## src/hw/strobe_pkg.sv

```systemverilog
// Constants and carrier types for the four-pin chip-select port.
// Assumes an APB slave with 32-bit data and one word per register.
package strobe_pkg;

   // Printed register indices; byte address is four times the index
   localparam logic [7:0] IDX_POLARITY = 8'hAE;
   localparam logic [7:0] IDX_LOW_CTRL = 8'hC2;
   localparam logic [7:0] IDX_HIGH_CTRL = 8'hC3;
   localparam logic [7:0] IDX_DATA = 8'hD8;
   // Base registers: high byte at IDX_BASE + 2*pin, low at +1
   localparam logic [7:0] IDX_BASE = 8'hE0;

   // Values after reset
   localparam logic [7:0] RST_POLARITY = 8'h00;
   localparam logic [7:0] RST_CTRL = 8'h00;
   localparam logic [7:0] RST_DATA = 8'hFF;
   localparam logic [7:0] RST_BASE = 8'h00;

   // Polarity register: writable bits 7..4, low bits read zero
   localparam logic [7:0] POL_MASK = 8'hF0;
   localparam int POL_LSB = 4;

   // Field positions inside a control register, per pin within it
   localparam int FUN_LSB = 2;
   localparam int CMP_LSB = 0;
   localparam int PIN_FIELD_W = 4;

   // Pin function encoding
   typedef enum logic [1:0]
   {
      FUN_GPIO = 2'h0,
      FUN_READ = 2'h1,
      FUN_WRITE = 2'h2,
      FUN_BOTH = 2'h3
   } pin_fun_t;

   // Compare-length encoding
   typedef enum logic [1:0]
   {
      CMP_FULL = 2'h0,
      CMP_A1 = 2'h1,
      CMP_A2 = 2'h2,
      CMP_A8 = 2'h3
   } pin_cmp_t;

   // Per-pin configuration carried to the comparator
   typedef struct packed
   {
      logic [15:0] base;
      pin_fun_t fun;
      pin_cmp_t cmp;
      logic polarity;
      logic data;
   } pin_cfg_t;

   // External bus access, already synchronised
   typedef struct packed
   {
      logic [15:0] addr;
      logic rd;
      logic wr;
   } ext_acc_t;

endpackage : strobe_pkg
```

## src/hw/port_chip_select_decoder.sv

```systemverilog
// Four-pin port: plain data outputs or decoded chip-select strobes.
// Assumes an APB master on pclk; external bus strobes arrive from pins.
//
// Functional notes
// - Function fields for pins 1,0 in control
// - Compare fields for pins 1,0 in control
// - Polarity bit 7 sets pin 3 level
// - Polarity bits 6..4 for pins 2..0
// - Each pin has high and low base bytes
// - Data bits 3..0 drive general-mode pins
// - Ignoring A1,A0 gives four-address window
// - Write mode strobes on matching writes
// - Polarity defaults low; one means high
// - Function codes: gpio, read, write, both
// - Compare lengths: 16, 15, 14, 8 bits
// - Strobe follows read or write strobe
// - High and low bytes form base address
//
// Our own choice: register access over APB.
`timescale 1ns/1ps
module port_chip_select_decoder
#(
   parameter int PINS = 4
)
(
   input wire logic pclk,
   input wire logic presetn,
   input wire logic clk_en,
   input wire logic psel,
   input wire logic penable,
   input wire logic pwrite,
   input wire logic [31:0] paddr,
   input wire logic [31:0] pwdata,
   input wire logic [3:0] pstrb,
   output logic [31:0] prdata,
   output logic pready,
   output logic pslverr,
   input wire logic [15:0] ext_addr,
   input wire logic ext_rd_n,
   input wire logic ext_wr_n,
   output logic [PINS-1:0] pin_out
);

   // Configuration registers
   logic [7:0] polarity_r, polarity_nxt;
   logic [7:0] low_ctrl_r, low_ctrl_nxt;
   logic [7:0] high_ctrl_r, high_ctrl_nxt;
   logic [7:0] data_r, data_nxt;
   logic [7:0] base_hi_r [PINS];
   logic [7:0] base_hi_nxt [PINS];
   logic [7:0] base_lo_r [PINS];
   logic [7:0] base_lo_nxt [PINS];
   // Bus answer registers
   logic [31:0] prdata_r, prdata_nxt;
   logic pready_r, pready_nxt;
   logic pslverr_r, pslverr_nxt;
   // External access synchronisers, two stages each
   logic [17:0] ext_s1_r, ext_s2_r;
   strobe_pkg::ext_acc_t acc;
   strobe_pkg::pin_cfg_t cfg [PINS];

   logic [7:0] idx; // Register index from byte address
   logic setup; // APB setup phase seen
   logic known; // Address decodes to a register
   logic [7:0] rd_val; // Register read value
   logic [7:0] boff; // Offset into the base register block

   // Register index and read mux
   always_comb
   begin
      idx = paddr[9:2];
      setup = psel & ~penable;
      known = 1'b1;
      rd_val = 8'h00;
      boff = idx - strobe_pkg::IDX_BASE;
      if (paddr[31:10] != 22'h0 || paddr[1:0] != 2'h0)
      begin
         known = 1'b0;
      end
      else if (idx == strobe_pkg::IDX_POLARITY)
      begin
         rd_val = polarity_r & strobe_pkg::POL_MASK;
      end
      else if (idx == strobe_pkg::IDX_LOW_CTRL)
      begin
         rd_val = low_ctrl_r;
      end
      else if (idx == strobe_pkg::IDX_HIGH_CTRL)
      begin
         rd_val = high_ctrl_r;
      end
      else if (idx == strobe_pkg::IDX_DATA)
      begin
         rd_val = data_r;
      end
      else if (idx >= strobe_pkg::IDX_BASE &&
         idx < strobe_pkg::IDX_BASE + 8'(2 * PINS))
      begin
         // Even offset high byte, odd offset low byte
         if (idx[0] == 1'b0)
         begin
            rd_val = base_hi_r[boff[$clog2(PINS):1]];
         end
         else
         begin
            rd_val = base_lo_r[boff[$clog2(PINS):1]];
         end
      end
      else
      begin
         known = 1'b0;
      end
   end

   // Register writes and the bus answer, one wait-free access cycle
   always_comb
   begin
      polarity_nxt = polarity_r;
      low_ctrl_nxt = low_ctrl_r;
      high_ctrl_nxt = high_ctrl_r;
      data_nxt = data_r;
      base_hi_nxt = base_hi_r;
      base_lo_nxt = base_lo_r;
      prdata_nxt = 32'h0000_0000;
      pready_nxt = 1'b0;
      pslverr_nxt = 1'b0;
      if (setup)
      begin
         // Answer registered at the end of setup, ready in access
         pready_nxt = 1'b1;
         pslverr_nxt = ~known;
         if (!pwrite && known)
         begin
            prdata_nxt = {24'h00_0000, rd_val};
         end
         if (pwrite && known && pstrb[0])
         begin
            if (idx == strobe_pkg::IDX_POLARITY)
            begin
               // Low bits ignore writes
               polarity_nxt = pwdata[7:0] & strobe_pkg::POL_MASK;
            end
            else if (idx == strobe_pkg::IDX_LOW_CTRL)
            begin
               low_ctrl_nxt = pwdata[7:0];
            end
            else if (idx == strobe_pkg::IDX_HIGH_CTRL)
            begin
               high_ctrl_nxt = pwdata[7:0];
            end
            else if (idx == strobe_pkg::IDX_DATA)
            begin
               data_nxt = pwdata[7:0];
            end
            else if (idx[0] == 1'b0)
            begin
               base_hi_nxt[boff[$clog2(PINS):1]] =
                  pwdata[7:0];
            end
            else
            begin
               base_lo_nxt[boff[$clog2(PINS):1]] =
                  pwdata[7:0];
            end
         end
      end
   end

   // Register state; writes land at the setup edge, before completion
   always_ff @(posedge pclk or negedge presetn)
   begin
      if (!presetn)
      begin
         polarity_r <= strobe_pkg::RST_POLARITY;
         low_ctrl_r <= strobe_pkg::RST_CTRL;
         high_ctrl_r <= strobe_pkg::RST_CTRL;
         data_r <= strobe_pkg::RST_DATA;
         for (int i = 0; i < PINS; i++)
         begin
            base_hi_r[i] <= strobe_pkg::RST_BASE;
            base_lo_r[i] <= strobe_pkg::RST_BASE;
         end
         prdata_r <= 32'h0000_0000;
         pready_r <= 1'b0;
         pslverr_r <= 1'b0;
      end
      else if (clk_en)
      begin
         polarity_r <= polarity_nxt;
         low_ctrl_r <= low_ctrl_nxt;
         high_ctrl_r <= high_ctrl_nxt;
         data_r <= data_nxt;
         base_hi_r <= base_hi_nxt;
         base_lo_r <= base_lo_nxt;
         prdata_r <= prdata_nxt;
         pready_r <= pready_nxt;
         pslverr_r <= pslverr_nxt;
      end
   end

   assign prdata = prdata_r;
   assign pready = pready_r;
   assign pslverr = pslverr_r;

   // Two-stage sync of the external bus pins
   always_ff @(posedge pclk or negedge presetn)
   begin
      if (!presetn)
      begin
         ext_s1_r <= 18'h0_0000;
         ext_s2_r <= 18'h0_0000;
      end
      else if (clk_en)
      begin
         ext_s1_r <= {ext_addr, ~ext_rd_n, ~ext_wr_n};
         ext_s2_r <= ext_s1_r;
      end
   end

   assign acc = strobe_pkg::ext_acc_t'(ext_s2_r);

   // Per-pin configuration and decoder instances
   for (genvar p = 0; p < PINS; p++)
   begin : g_pin
      logic [7:0] ctrl;
      assign ctrl = (p < 2) ? low_ctrl_r : high_ctrl_r;
      assign cfg[p].base = {base_hi_r[p], base_lo_r[p]};
      assign cfg[p].fun = strobe_pkg::pin_fun_t'(
         ctrl[(p % 2) * strobe_pkg::PIN_FIELD_W + strobe_pkg::FUN_LSB +: 2]);
      assign cfg[p].cmp = strobe_pkg::pin_cmp_t'(
         ctrl[(p % 2) * strobe_pkg::PIN_FIELD_W + strobe_pkg::CMP_LSB +: 2]);
      assign cfg[p].polarity = polarity_r[strobe_pkg::POL_LSB + p];
      assign cfg[p].data = data_r[p];
      strobe_pin u_pin
      (
         .pclk(pclk),
         .presetn(presetn),
         .clk_en(clk_en),
         .cfg(cfg[p]),
         .acc(acc),
         .pin_out(pin_out[p])
      );
   end

   // Reserved polarity bits always read zero
   pol_reserved_a: assert property (@(posedge pclk) disable iff (!presetn)
      polarity_r[3:0] == 4'h0)
      else $error("reserved polarity bits set");

   // Control write visible in the register the cycle after setup
   ctrl_write_a: assert property (@(posedge pclk) disable iff (!presetn)
      clk_en && setup && pwrite && pstrb[0] && paddr == 32'h0000_0308
      |=> low_ctrl_r == $past(pwdata[7:0]))
      else $error("control write lost");

   // Polarity reads back upper nibble only
   pol_read_a: assert property (@(posedge pclk) disable iff (!presetn)
      clk_en && setup && !pwrite && paddr == 32'h0000_02B8
      |=> prdata_r == {24'h00_0000, $past(polarity_r) & 8'hF0})
      else $error("polarity readback wrong");

   // Unmapped access answered with error
   unmapped_err_a: assert property (@(posedge pclk) disable iff (!presetn)
      clk_en && setup && paddr[31:10] != 22'h0 |=> pready_r && pslverr_r)
      else $error("unmapped access not refused");

endmodule : port_chip_select_decoder

```

## src/hw/strobe_pin.sv

```systemverilog
// One pin's address decoder and output driver.
// Assumes a synchronised external access and registered configuration.
`timescale 1ns/1ps
module strobe_pin
(
   input wire logic pclk,
   input wire logic presetn,
   input wire logic clk_en,
   input wire strobe_pkg::pin_cfg_t cfg,
   input wire strobe_pkg::ext_acc_t acc,
   output logic pin_out
);

   logic [15:0] mask; // Address bits taking part in the compare
   logic hit; // Address inside the window
   logic active; // Strobe asserted this cycle
   logic pin_nxt;
   logic pin_r;

   // Mask and strobe qualification
   always_comb
   begin
      case (cfg.cmp)
         strobe_pkg::CMP_FULL: mask = 16'hFFFF;
         strobe_pkg::CMP_A1: mask = 16'hFFFE;
         strobe_pkg::CMP_A2: mask = 16'hFFFC;
         strobe_pkg::CMP_A8: mask = 16'hFF00;
         default: mask = 16'hFFFF;
      endcase
      hit = ((acc.addr ^ cfg.base) & mask) == 16'h0000;
      case (cfg.fun)
         strobe_pkg::FUN_READ: active = hit & acc.rd;
         strobe_pkg::FUN_WRITE: active = hit & acc.wr;
         strobe_pkg::FUN_BOTH: active = hit & (acc.rd | acc.wr);
         default: active = 1'b0;
      endcase
      if (cfg.fun == strobe_pkg::FUN_GPIO)
      begin
         pin_nxt = cfg.data;
      end
      else
      begin
         // Inactive level is the inverse of the active one
         pin_nxt = active ? cfg.polarity : ~cfg.polarity;
      end
   end

   // Output register
   always_ff @(posedge pclk or negedge presetn)
   begin
      if (!presetn)
      begin
         pin_r <= 1'b1;
      end
      else if (clk_en)
      begin
         pin_r <= pin_nxt;
      end
   end

   assign pin_out = pin_r;

   // Write-strobe hit shows active level next cycle
   wr_strobe_a: assert property (@(posedge pclk) disable iff (!presetn)
      clk_en && cfg.fun == strobe_pkg::FUN_WRITE && acc.wr &&
      ((acc.addr ^ cfg.base) & mask) == 16'h0000
      |=> pin_r == $past(cfg.polarity))
      else $error("write strobe not asserted");

   // Idle strobe pin sits at inactive level
   idle_level_a: assert property (@(posedge pclk) disable iff (!presetn)
      clk_en && cfg.fun != strobe_pkg::FUN_GPIO && !acc.rd && !acc.wr
      |=> pin_r == !$past(cfg.polarity))
      else $error("strobe pin not idle");

   // General mode follows the data bit
   gpio_data_a: assert property (@(posedge pclk) disable iff (!presetn)
      clk_en && cfg.fun == strobe_pkg::FUN_GPIO
      |=> pin_r == $past(cfg.data))
      else $error("gpio pin not following data");

   // Byte-window compare hits for any low byte
   byte_window_a: assert property (@(posedge pclk) disable iff (!presetn)
      clk_en && cfg.cmp == strobe_pkg::CMP_A8 && acc.rd &&
      cfg.fun == strobe_pkg::FUN_READ && acc.addr[15:8] == cfg.base[15:8]
      |=> pin_r == $past(cfg.polarity))
      else $error("byte window missed");

endmodule : strobe_pin

```

## config.mk

```make
export PLATFORM = sky130hd
export DESIGN_NAME = port_chip_select_decoder
export DESIGN_NICKNAME = d
export VERILOG_FILES = /design/src/hw/strobe_pkg.sv /design/src/hw/port_chip_select_decoder.sv /design/src/hw/strobe_pin.sv
export SDC_FILE = /design/constraint.sdc
export NUM_CORES = 1
export LEC_CHECK = 0
export ABC_AREA = 0
export BUFFER_PORTS_ARGS = -buffer_cell sky130_fd_sc_hd__buf_2
export CORE_MARGIN = 5
export CORE_UTILIZATION = 50
export DETAILED_ROUTE_END_ITERATION = 7
export HOLD_SLACK_MARGIN = 0.08
export PLACE_DENSITY_LB_ADDON = 0.2
export SYNTH_ARGS = -nofsm -noshare
export SYNTH_HDL_FRONTEND = slang
export SYNTH_SLANG_ARGS = --single-unit
```

## constraint.sdc

```tcl
create_clock -name pclk -period 4.6 [get_ports pclk]
set_clock_uncertainty 0.05 [all_clocks]
set_input_delay 0.46 -clock pclk [delete_from_list [all_inputs] [get_ports pclk]]
set_output_delay 0.46 -clock pclk [all_outputs]
set_load 0.05 [all_outputs]
```

* Yosys cells after proc, flatten, opt, wreduce, memory -nomap -nowiden
Cells that the tools add are included.
Storage, ports and cells: word-level logic and storage cells 160, bits in registers 166, output and inout bits 38, input port bits 92
Operators by class: equal/unequal tests 28, muxes and demuxes 43, add/subtract/negate cells 1, order comparisons 4, reduce and logical (&&, ||, !) cells 27, bitwise operators 36
Operators by type and width (number):
- one-hot mux 16 bit (4 select lines) | 4
- two-way mux 8 bit | 14
- bitwise AND 16 bit | 4
- bitwise mux 32 bit | 2
- logical NOT 16 bit | 4
- XOR 16 bit | 4
- binary-select mux 8 bit (select 2 bit) | 2
- equality test 2 bit (second input constant) | 16
- equality test 8 bit (second input constant) | 4
- nonzero test 22 bit | 1
- demux 8 bit (select 2 bit) | 1
- equality test 2 x 1 -> 1 bit (second input constant) | 8
- logical NOT 2 bit | 8
- two-way mux 1 bit | 16
- AND reduction 8 bit | 2
- bitwise AND 1 bit | 13
- inverter 1 bit | 13
- one-hot mux 1 bit (3 select lines) | 4
- >= comparator 8 bit (second input constant) | 1
- less-than comparator 8 bit (second input constant) | 1
- AND reduction 7 bit | 1
- AND reduction 6 bit | 1
- logical AND 1 bit | 5
- AND reduction 5 bit | 1
- other kinds (9) | 9

* Longest topological paths before layout
Gate-level depths: netlist of the first run.
depth in word-level cells 14, gate-level depth with buffers 8, depth with buffers taken out 6

* Modules after synthesis
Synthesis of the first run repeated with hierarchy kept, for this count alone.
Unflattened totals: cell total of the unflattened synthesis 574, area, all modules 7480.9 um2
Modules (own cells, without submodules):
- port_chip_select_decoder | times used 1, sequential area each 3463.3 um2, cells an instance 442, area each 6314.8 um2
- strobe_pin | times used 4, sequential area each 26.3 um2, cells an instance 33, area each 291.5 um2

* Worst setup path after synthesis of the first run
OpenSTA, ideal clock, no wires.
path type input to register, start point input paddr[22], end point register base_hi_r[0] (netlist name), setup slack 2.236 ns, arrival time 2.186 ns, required time 4.422 ns, cell stages on the path 7, path buffers 1, library setup time 0.128 ns, cell sequence nor4_1 > nand4_1 > nor4_4 > nand4_1 > or2_1 > buf_2 > mux2_1
Between the ends: word-level cells in the longest chain between the ends 6
Ends and longest elaborated chain:
- start, declared | line port_chip_select_decoder.sv:32 | input wire logic [31:0] paddr,
- nonzero test 22 bit | line port_chip_select_decoder.sv:76 | if (paddr[31:10] != 22'h0 || paddr[1:0] != 2'h0)
- logical OR 1 bit | line port_chip_select_decoder.sv:76
- two-way mux 1 bit | line port_chip_select_decoder.sv:76
- logical AND 1 bit (2 in a row) | line port_chip_select_decoder.sv:136 | if (pwrite && known && pstrb[0])
- AND reduction 8 bit (no line)
- end signal, assigned by index | line port_chip_select_decoder.sv:180 | base_hi_r[i] <= strobe_pkg::RST_BASE;
- end signal, assigned | line port_chip_select_decoder.sv:193 | base_hi_r <= base_hi_nxt;
- end, declared | line port_chip_select_decoder.sv:49 | logic [7:0] base_hi_r [PINS];
No other way between the ends. A chain may end at the register's enable or synchronous reset.

* Worst setup path in the final report of the first run
start point input paddr[6], end point register base_hi_r[19] (netlist name)
Between the ends: word-level cells in the longest chain between the ends 11, elaborated cells on any way between the ends 20, classes of those cells order compare (2); eq/ne (4); mux (6); bitwise (4); reduce/logical (4)
Ends and longest elaborated chain:
- >= comparator 8 bit / less-than comparator 8 bit (equally long branches) | line port_chip_select_decoder.sv:96, port_chip_select_decoder.sv:97
- logical AND 1 bit | line port_chip_select_decoder.sv:96 | else if (idx >= strobe_pkg::IDX_BASE &&
- two-way mux 1 bit | line port_chip_select_decoder.sv:96
- two-way mux 1 bit | line port_chip_select_decoder.sv:92 | else if (idx == strobe_pkg::IDX_DATA)
- two-way mux 1 bit | line port_chip_select_decoder.sv:88 | else if (idx == strobe_pkg::IDX_HIGH_CTRL)
- two-way mux 1 bit | line port_chip_select_decoder.sv:84 | else if (idx == strobe_pkg::IDX_LOW_CTRL)
- two-way mux 1 bit | line port_chip_select_decoder.sv:80 | else if (idx == strobe_pkg::IDX_POLARITY)
- two-way mux 1 bit | line port_chip_select_decoder.sv:76
- logical AND 1 bit (2 in a row) | line port_chip_select_decoder.sv:136
- AND reduction 8 bit (no line) (*)
Mark *: on every way between the ends. The rest lies on a longest branch, timed or not.

==> results, run 1 <==
- The final worst-path setup slack is 1890 ps.
- The congestion estimate from routability-driven global placement came to 0.899.
- STA puts the critical path data arrival time at 2970 ps.
- The number of antenna violations at the first check in global routing is 0.
- The via count of the routed design is 5164.
- The die height is 133 µm.
- Counting cells, the worst reg-to-reg path comes to 6.
- TritonCTS built the clock tree.
- The worst setup path is captured at a flip-flop.
- The tightest min-delay check is of the input port to asynchronous set/reset pin type.
- Max-cap violations in this run came to 0.
- The synthesized netlist cell count is 639.
- Post-CTS repair changed the size of 0 cells.
- Summed over all cells, the static leakage comes to 3.84 nW.
- The total wire length is 18500 µm.
- The worst endpoint required time is 4860 ps.
- By area the synthesized netlist is led by sky130_fd_sc_hd__dfrtp_1 43%, sky130_fd_sc_hd__mux2_2 19%, sky130_fd_sc_hd__xnor2_1 7.0%.
- The number of placed I/O pins is 130.
- The diode insertion count for antenna repair is 0.
- The cell taking the most area after synthesis is sky130_fd_sc_hd__dfrtp_1.
- Buffers added to address setup during post-CTS repair amount to 0.
- In the routed design, unresolved DRC markers number 0.
- Prior to clock tree synthesis, the placed netlist has a worst setup slack of 1540 ps.
- After the last flow step, the layout net total stands at 782.
- Measured against its own limit, the worst slew margin works out to 31.3%.
- Setup violations remaining at the end of the flow were counted as 0.
- The power per unit of standard cell area is 365 nW/µm².
- Fill cells in the final layout number 1238.
- The worst register-to-register path ends at g_pin[3].u_pin.pin_out.
- Dividing the detail-routed wire length by the instance count gives 20.8 µm.
- The global-route total usage across every layer is 21.7%.
- The clock root buffer is sky130_fd_sc_hd__clkbuf_16.
- For this configuration, the core starts out at a cell density of 51.3%.
- The portion of synthesized cell area occupied by the leading cell type is 43.3%.
- Clock-pin slew was measured on the worst setup and hold paths at 60 ps.
- Along the worst path, the maximum fanout reaches 10.
- The setup path with the least slack is of type input port to flip-flop.
- After synthesis the cells add up to 7520 µm².
- The die span in x is 133 µm.
- Entering global routing, the biggest net connects 108 pins.
- The most frequent standard cell in the layout excluding fill and tap cells is sky130_fd_sc_hd__dfrtp_1.
- Including well taps, the total number of placed cells is 855.
- The run finished with clean final reports.
- The number of max-slew violations in the final report is 0.
- Yosys mapped a number of flops with a built-in enable equal to 0.
- The utilization of the core after routing is 57.9%.
- For the finished layout, the period the worst path requires is 2710 ps.
- The part of the cycle the worst path needs is 58.9%.
- The core region area is 14600 µm².
- The main flop type after synthesis is sky130_fd_sc_hd__dfrtp_1.
- The hold violation total from the final report came to 0.
- The global-route congestion overflow total is 0.
- The footprint of the multi-input gates is 3620 µm².
- The finished layout holds 887 standard cells, fillers aside.
- The buffer levels on the longest clock path is 2.
- The register-to-register setup slack is 2350 ps.
- The transition at the pin with the smallest max-transition slack is 1020 ps.
- The fraction of final layout cells with drive strength greater than 1 is 37.1%.
- The number of synthesized register bits is 142.
- The layout overhead on the synthesized area is 12.8%.
- Power comes to 3.10 mW.
- CTS built an H-tree with a depth of 4.
- The mean instance size in the synthesized netlist is 11.8 µm².
- The register area is 3570 µm².
- The total CTS buffers is 17.
- The placed wire-length estimate after detailed placement is 13100 µm.
- The floorplan has 44 rows.
- The pre-antenna-repair detailed-routing pass consisted of 5 iterations.
- In this run the tool buffered the top-level ports with 78 buffer cells.
- The via count of the first global-routing pass is 5313.
- The worst-skew pair later-pin latency is 420 ps.
- In this run the remaining antenna-violating nets after routing total 0.
- Across the VDD grid, the largest voltage drop is 0.000252 V.
- The worst register-to-register path begins at acc[11].
- The nature of the critical path startpoint is an input port.
- Using the TritonRoute via totals, the vias-per-cell ratio works out to 5.82.
- Setup repair after global routing left no endpoint under its margin.
- The share of the yosys chip area belonging to registers is 47.5%.
- For the final routed database, the setup TNS stands at 0 ps.
- The total of warnings raised by yosys is 0.
- The count of hold-fix buffers inserted at cts is 0.
- In the layout the commonest cells are 130 x sky130_fd_sc_hd__dfrtp_1, 127 x sky130_fd_sc_hd__mux2_2, 77 x sky130_fd_sc_hd__buf_2, 60 x sky130_fd_sc_hd__xnor2_1, 27 x sky130_fd_sc_hd__nand2_1.
- The violation count after the first detailed-route iteration is 298.
- The first-pass GRT wire length is 29400 µm.
- The die covers 17600 µm².
- Of all flip-flops after synthesis, the portion carrying an async set or reset was 100%.
- The number of different library cells in the post-synthesis netlist is 46.
- The maximum frequency from static timing analysis is 369 MHz.
- The total clock sinks is 142.
routing by layer:
layer / GRT usage [%] / routed length [µm]
met5: 0 / 0
met3: 5.50 / 1260
met1: 27.4 / 7850
met4: 10.0 / 591
met2: 35.2 / 8780
synth_stat cells (2+ instances only):
cell type / n
sky130_fd_sc_hd__dfrtp_1: 130
sky130_fd_sc_hd__mux2_2: 127
sky130_fd_sc_hd__xnor2_1: 60
sky130_fd_sc_hd__clkbuf_1: 30
sky130_fd_sc_hd__buf_4: 28
sky130_fd_sc_hd__nand2_1: 27
sky130_fd_sc_hd__o21ai_0: 23
sky130_fd_sc_hd__nor2_1: 20
sky130_fd_sc_hd__mux2i_1: 16
sky130_fd_sc_hd__nand3_1: 16
sky130_fd_sc_hd__nand4_1: 16
sky130_fd_sc_hd__dfstp_2: 12
sky130_fd_sc_hd__inv_1: 11
sky130_fd_sc_hd__nor3_1: 11
sky130_fd_sc_hd__a21oi_1: 10
sky130_fd_sc_hd__a22oi_1: 10
sky130_fd_sc_hd__buf_1: 9
sky130_fd_sc_hd__nor4_1: 9
sky130_fd_sc_hd__mux2_1: 8
sky130_fd_sc_hd__mux4_2: 8
sky130_fd_sc_hd__nand2b_1: 8
sky130_fd_sc_hd__a21boi_0: 4
sky130_fd_sc_hd__a221oi_1: 4
sky130_fd_sc_hd__buf_2: 4
sky130_fd_sc_hd__o32ai_1: 4
sky130_fd_sc_hd__xor2_1: 4
sky130_fd_sc_hd__a222oi_1: 2
sky130_fd_sc_hd__a32o_1: 2
sky130_fd_sc_hd__a32oi_1: 2
sky130_fd_sc_hd__and3_1: 2
sky130_fd_sc_hd__nor2b_1: 2
sky130_fd_sc_hd__nor4b_1: 2
sky130_fd_sc_hd__o2111ai_1: 2
sky130_fd_sc_hd__o22ai_1: 2
sky130_fd_sc_hd__o31ai_1: 2
sky130_fd_sc_hd__or3_1: 2
critical path, stage by stage:
cell and delay, ps:
sky130_fd_sc_hd__buf_2 120, sky130_fd_sc_hd__nor2_1 310, sky130_fd_sc_hd__nand4_2 390, sky130_fd_sc_hd__nor4_4 480
sky130_fd_sc_hd__nand4_1 270, sky130_fd_sc_hd__nor2_2 520, sky130_fd_sc_hd__mux2_2 400
how the worst max path moves through the flow:
stage / start / to / slack (ps) / cells after the start
2_1_floorplan: paddr[22] / base_hi_r[0] / 2240 / 7
3_5_place_dp: paddr[6] / base_hi_r[21] / 1540 / 7
6_report: paddr[6] / base_hi_r[19] / 1890 / 7
3_3_place_gp: paddr[6] / base_hi_r[22] / 1550 / 7
5_1_grt: paddr[6] / base_hi_r[21] / 1790 / 7
4_1_cts: paddr[6] / base_hi_r[19] / 1970 / 7
kinds of logic (layout without fill, tap and decap cells):
logic type	after synthesis	after routing	synth area share [%]
and+or+nand+nor	123	123	8.72
xor gates and xnor gates	64	64	7.46
other	1	24	0.0499
muxes	159	159	24.8
DFF	142	142	47.5
buffers and inverters	82	123	5.56
AOI/OAI and AO/OA	68	68	5.99
cell type report:
type | count | area share, %
Tap cell | 184 | 2.71
Clock inverter | 12 | 1.98
Clock buffer | 20 | 5.27
Timing Repair Buffer | 80 | 4.85
Sequential cell | 142 | 42.1
Multi-Input combinational cell | 438 | 42.6
Inverter | 11 | 0.487
sequential cells by signal, indices dropped and copies added, names as in the netlist:
register and count:
prdata 8, acc 18, pslverr 1, pready 1, g_pin.ctrl 16, g_pin.u_pin.pin_out 4
data_r 8, polarity_r 4, ext_s1_r 18, base_hi_r 32, base_lo_r 32
through the flow:
step	cell area (µm²)	hold slack (ps)
global placement	7870	413
finish	8480	115
detailed placement	7870	437
global route	8480	168
floorplan	7600	114
CTS	8480	151
report_power, final:
group / switching [mW] / internal, mW / total (mW) / leakage (nW)
clock network: 0.519 / 0.915 / 1.43 / 0.296
logic: 0.188 / 0.125 / 0.313 / 1.69
registers: 0.0580 / 1.29 / 1.35 / 1.86
total: 0.765 / 2.33 / 3.10 / 3.84
(Power assumes the default switching activity.)
==> run 2, diff against run 1 <==
--- a/config.mk
+++ b/config.mk
@@ -5,7 +5,7 @@
 export SDC_FILE = /design/constraint.sdc
 export NUM_CORES = 1
 export LEC_CHECK = 0
-export ABC_AREA = 0
+export ABC_AREA = 1
 export BUFFER_PORTS_ARGS = -buffer_cell sky130_fd_sc_hd__buf_2
 export CORE_MARGIN = 5
 export CORE_UTILIZATION = 50
==> constraint.sdc (replaced) <==
create_clock -name pclk -period 2.8 [get_ports pclk]
set_clock_uncertainty 0.05 [all_clocks]
set_input_delay 0.28 -clock pclk [delete_from_list [all_inputs] [get_ports pclk]]
set_output_delay 0.28 -clock pclk [all_outputs]
set_load 0.05 [all_outputs]
==> run 2 against run 1 <==
  * Combinational power up 110%
  * Clock power grew 68%
  * Final cell count increased by 68%
  * Global-route usage increased by 4.0 points
  * Synthesized area increased by 6.4%
  * Count of clock-buffer cells in the layout decreased by 1
  * Sequential cell count unchanged
  * Critical path type unchanged
==> results, run 2 <==
- Input and output buffers added on the ports amount to 78.
- The synthesized design devotes to its leading area cell type 40.7% of total area.
- The die span in x is 136 µm.
- For flop-to-flop paths, the worst setup slack is 1070 ps.
- The fraction of registers with async set/reset is 100%.
- The number of max-slew violations in the final report is 0.
- After clock tree synthesis, the setup repair step added 0 buffers.
- The number of antenna violations at the first check in global routing is 0.
- Detailed placement finished with a half-perimeter wire length of 16800 µm.
- The via count of the routed design is 7617.
- The hold path depth is 3.
- Once layout is complete, the cells apart from fillers number 1490.
- By count the netlist is led by 523 x sky130_fd_sc_hd__nand2_1, 130 x sky130_fd_sc_hd__dfrtp_1, 120 x sky130_fd_sc_hd__inv_1.
- The clock root buffer is sky130_fd_sc_hd__clkbuf_16.
- For the worst setup path, the data required time is 3060 ps.
- Once the clock tree was built, the resizer swapped 0 gates to a different size.
- The total of endpoints with negative setup slack in the final report is 0.
- For this run the aggregate overflow at the end of global routing stands at 0.
- The worst hold path begins at pwdata[3].
- The mean instance size in the synthesized netlist is 6.87 µm².
- The number of clock buffers added by TritonCTS is 17.
- The arrival time reported for the critical path endpoint is 2230 ps.
- For this design the ratio of total power to cell area is 561 nW/µm².
- The synthesized design spends more area on one cell type than any other, namely sky130_fd_sc_hd__dfrtp_1.
- 130 I/O pins were placed.
- The worst pin sits at a relative slew slack of 41.7%.
- After routing the design area is 9320 µm².
- The net count of the finished layout is 1353.
- The first-pass GRT wire length is 36600 µm.
- The synthesized netlist cell count is 1165.
- The most used flip-flop cell after synthesis is sky130_fd_sc_hd__dfrtp_1.
- The via count of the first global-routing pass is 6797.
- TritonCTS built the clock tree.
- The part of the total power dissipated in combinational logic is 12.6%.
- The end of the worst register-to-register path is g_pin[0].u_pin.pin_out.
- The Yosys step of the flow raised 0 warnings.
- In the post-synthesis netlist, the cell with the most instances is sky130_fd_sc_hd__nand2_1.
- The repair_antennas step left the layout with diodes totalling 0.
- The worst-skew pair later-pin latency is 420 ps.
- The final layout contains routed wiring with a total length of 23200 µm.
- The internal portion of the total power is 3.82 mW.
- At the end of the flow the core is filled with cells to 59.1%.
- The largest registers in the layout are base_hi_r: 32 flops, base_lo_r: 32 flops.
- CTS built an H-tree with a depth of 4.
- From synthesis to final layout, the design area changed by 16.5%.
- After detailed routing, the number of remaining DRC violations is 0.
- The setup path with the least slack is of type input port to flip-flop.
- Once placement completed, the tool counted placed cells totaling 1439.
- The pin count of the biggest net entering global routing is 94.
- Setup repair after global routing left no endpoint under its margin.
- By area the synthesized netlist is led by sky130_fd_sc_hd__dfrtp_1 41%, sky130_fd_sc_hd__nand2_1 25%, sky130_fd_sc_hd__inv_1 5.6%.
- For this run, the top clock speed supported by timing is 509 MHz.
- The die height is 136 µm.
- IR analysis of the VDD net gives a maximum drop of 0.000426 V.
- The most frequent standard cell in the layout excluding fill and tap cells is sky130_fd_sc_hd__nand2_1.
- Along the worst path, the maximum fanout reaches 8.
- The worst hold path class is input port to flip-flop.
- In the routed layout, each cell is associated on average with a via count of 5.11.
- The first routing iteration left 604 violations.
- The remaining antenna violation count after routing is 0.
- After layout, the design draws a total of 5.23 mW.
- The synthesized area is 8000 µm².
- Counting flops with a built-in enable in the synthesized netlist gives 0.
- The tool flagged a number of max-cap violations equal to 0.
- The cell area after placement is 8500 µm².
- Setup total negative slack on the finished layout was measured at 0 ps.
- For the worst flop-to-flop path, the logic depth is 10.
- The path with the worst hold slack has its endpoint at base_hi_r[27].
- The first-pass detailed-route iteration total is 6.
- The global-route total usage across every layer is 25.7%.
- The number of synthesized register bits is 142.
- The buffer levels on the longest clock path is 2.
- The starting density of the core is 50.7%.
- The fraction of power spent switching nets is 27.0%.
- The core region area is 15800 µm².
- The clock period could shrink to 1970 ps.
- The cell row count is 46.
- The kind of end point of the critical path is a flip-flop.
- The share of power burned in registers is 41.5%.
- Sequential cells were found to cover 44.6% of the synthesized design area.
- The total clock sinks is 142.
- The clock share of power is 45.9%.
- The layout has 1511 filler cells.
- The library cells used most frequently in the layout, excluding fill and tap cells, are 523 x sky130_fd_sc_hd__nand2_1, 130 x sky130_fd_sc_hd__dfrtp_1, 120 x sky130_fd_sc_hd__inv_1, 84 x sky130_fd_sc_hd__nor2_1, 77 x sky130_fd_sc_hd__buf_2.
- The hold violation total from the final report is 0.
- The static leakage power is 4.84 nW.
- The total die area is 18600 µm².
- The run finished with clean final reports.
- Cells with a size suffix above 1 make up 12.3% of the layout.
- The net switching power is 1.41 mW.
- The global placement routability congestion is 0.947.
- The routed length per placed instance is 15.6 µm.
- In this run the critical register-to-register path is launched from acc[5].
- For the pin with the worst max-slew slack, the measured transition is 874 ps.
- The part of the cycle the worst path needs is 70.2%.
- The nature of the critical path startpoint is an input port.
- The number of different library cells in the post-synthesis netlist is 30.
- After clock tree synthesis, the clock-pin slew on the worst setup and hold paths is 60 ps.
==> run 2: cell types whose count changed after synthesis, moves of 9 or more <==
| cell | delta |
|---|---|
| sky130_fd_sc_hd__nand2_1 | +496 |
| sky130_fd_sc_hd__o21ai_1 | +56 |
| sky130_fd_sc_hd__nor2_1 | +64 |
| sky130_fd_sc_hd__a21oi_1 | +11 |
| sky130_fd_sc_hd__a22oi_1 | -10 |
| sky130_fd_sc_hd__xnor2_1 | -60 |
| sky130_fd_sc_hd__nor4_1 | -9 |
| sky130_fd_sc_hd__nand3_1 | +46 |
| sky130_fd_sc_hd__mux2_2 | -127 |
| sky130_fd_sc_hd__inv_1 | +109 |
| sky130_fd_sc_hd__clkbuf_1 | -17 |
| sky130_fd_sc_hd__mux2i_1 | -16 |
| sky130_fd_sc_hd__o22ai_1 | +12 |
==> run 2: cell type report <==
cell class / instances / area [µm²] / share of cell area (%)
Inverter: 127 / 477 / 5.11
Clock inverter: 13 / 189 / 2.03
Tap cell: 216 / 270 / 2.90
Clock buffer: 19 / 443 / 4.75
Timing Repair Buffer: 111 / 692 / 7.42
Sequential cell: 142 / 3570 / 38.3
Multi-Input combinational cell: 862 / 3680 / 39.5
==> run 2: how the worst max path moves through the flow <==
stage                         from          endpoint  cells past startpoint  slack (ps)
after floorplan           paddr[2]  g_pin[2].ctrl[7]                     11        1030
after global placement    paddr[8]     base_hi_r[11]                     12         450
after detailed placement  paddr[8]      base_hi_r[7]                     12         460
after CTS                 paddr[8]      base_hi_r[7]                     12         900
after global routing      paddr[8]      base_hi_r[1]                     12         720
final                     paddr[8]     base_hi_r[10]                     12         830
==> run 2: repair_timing <==
action,4_1_cts,5_1_grt
setup endpoints to repair,0,0
hold buffers,19,0
hold endpoints to repair,96,0
==> run 2: worst max-delay path, cell delays in order <==
cell	delay [ps]
sky130_fd_sc_hd__buf_2	150
sky130_fd_sc_hd__nand2_1	70
sky130_fd_sc_hd__inv_1	70
sky130_fd_sc_hd__nand2_1	130
sky130_fd_sc_hd__nor2_4	280
sky130_fd_sc_hd__nor2_1	120
sky130_fd_sc_hd__nand3_2	150
sky130_fd_sc_hd__nand3_4	130
sky130_fd_sc_hd__nor2_4	230
sky130_fd_sc_hd__nand3_1	380
sky130_fd_sc_hd__nand2_1	170
sky130_fd_sc_hd__nand2_1	70
==> run 2: power groups by stage <==
stage                     registers [mW]  clock network, mW  logic [mW]
final                               2.17               2.40       0.659
after global routing                2.18               2.53       0.729
after CTS                           2.17               2.44       0.656
after detailed placement            2.21                  0       0.635
after global placement              2.21                  0       0.628
after floorplan                     2.20                  0       0.421
==> run 2: through the flow <==
step | worst slack (ps) | hold slack [ps]
2_1_floorplan | 1030 | -65.6
3_3_place_gp | 451 | 373
3_5_place_dp | 458 | 368
4_1_cts | 900 | 83.2
5_1_grt | 722 | 86.1
6_report | 835 | 105
==> run 2: metal layers <==
layer	track usage, %	share of wire, %	up-vias
li1	-	-	3791
met2	39.0	45	292
met3	5.33	7.8	34
met4	8.12	2.4	0
met1	37.0	45	3500
met5	0	0	-
==> run 2: cell families after synthesis <==
logic type      count (synthesis)  share of synthesized area, %
flops                         142                          44.6
other cells                     1                        0.0469
simple gates                  705                          35.9
buf+inv                       184                          10.4
compound gates                133                          9.02
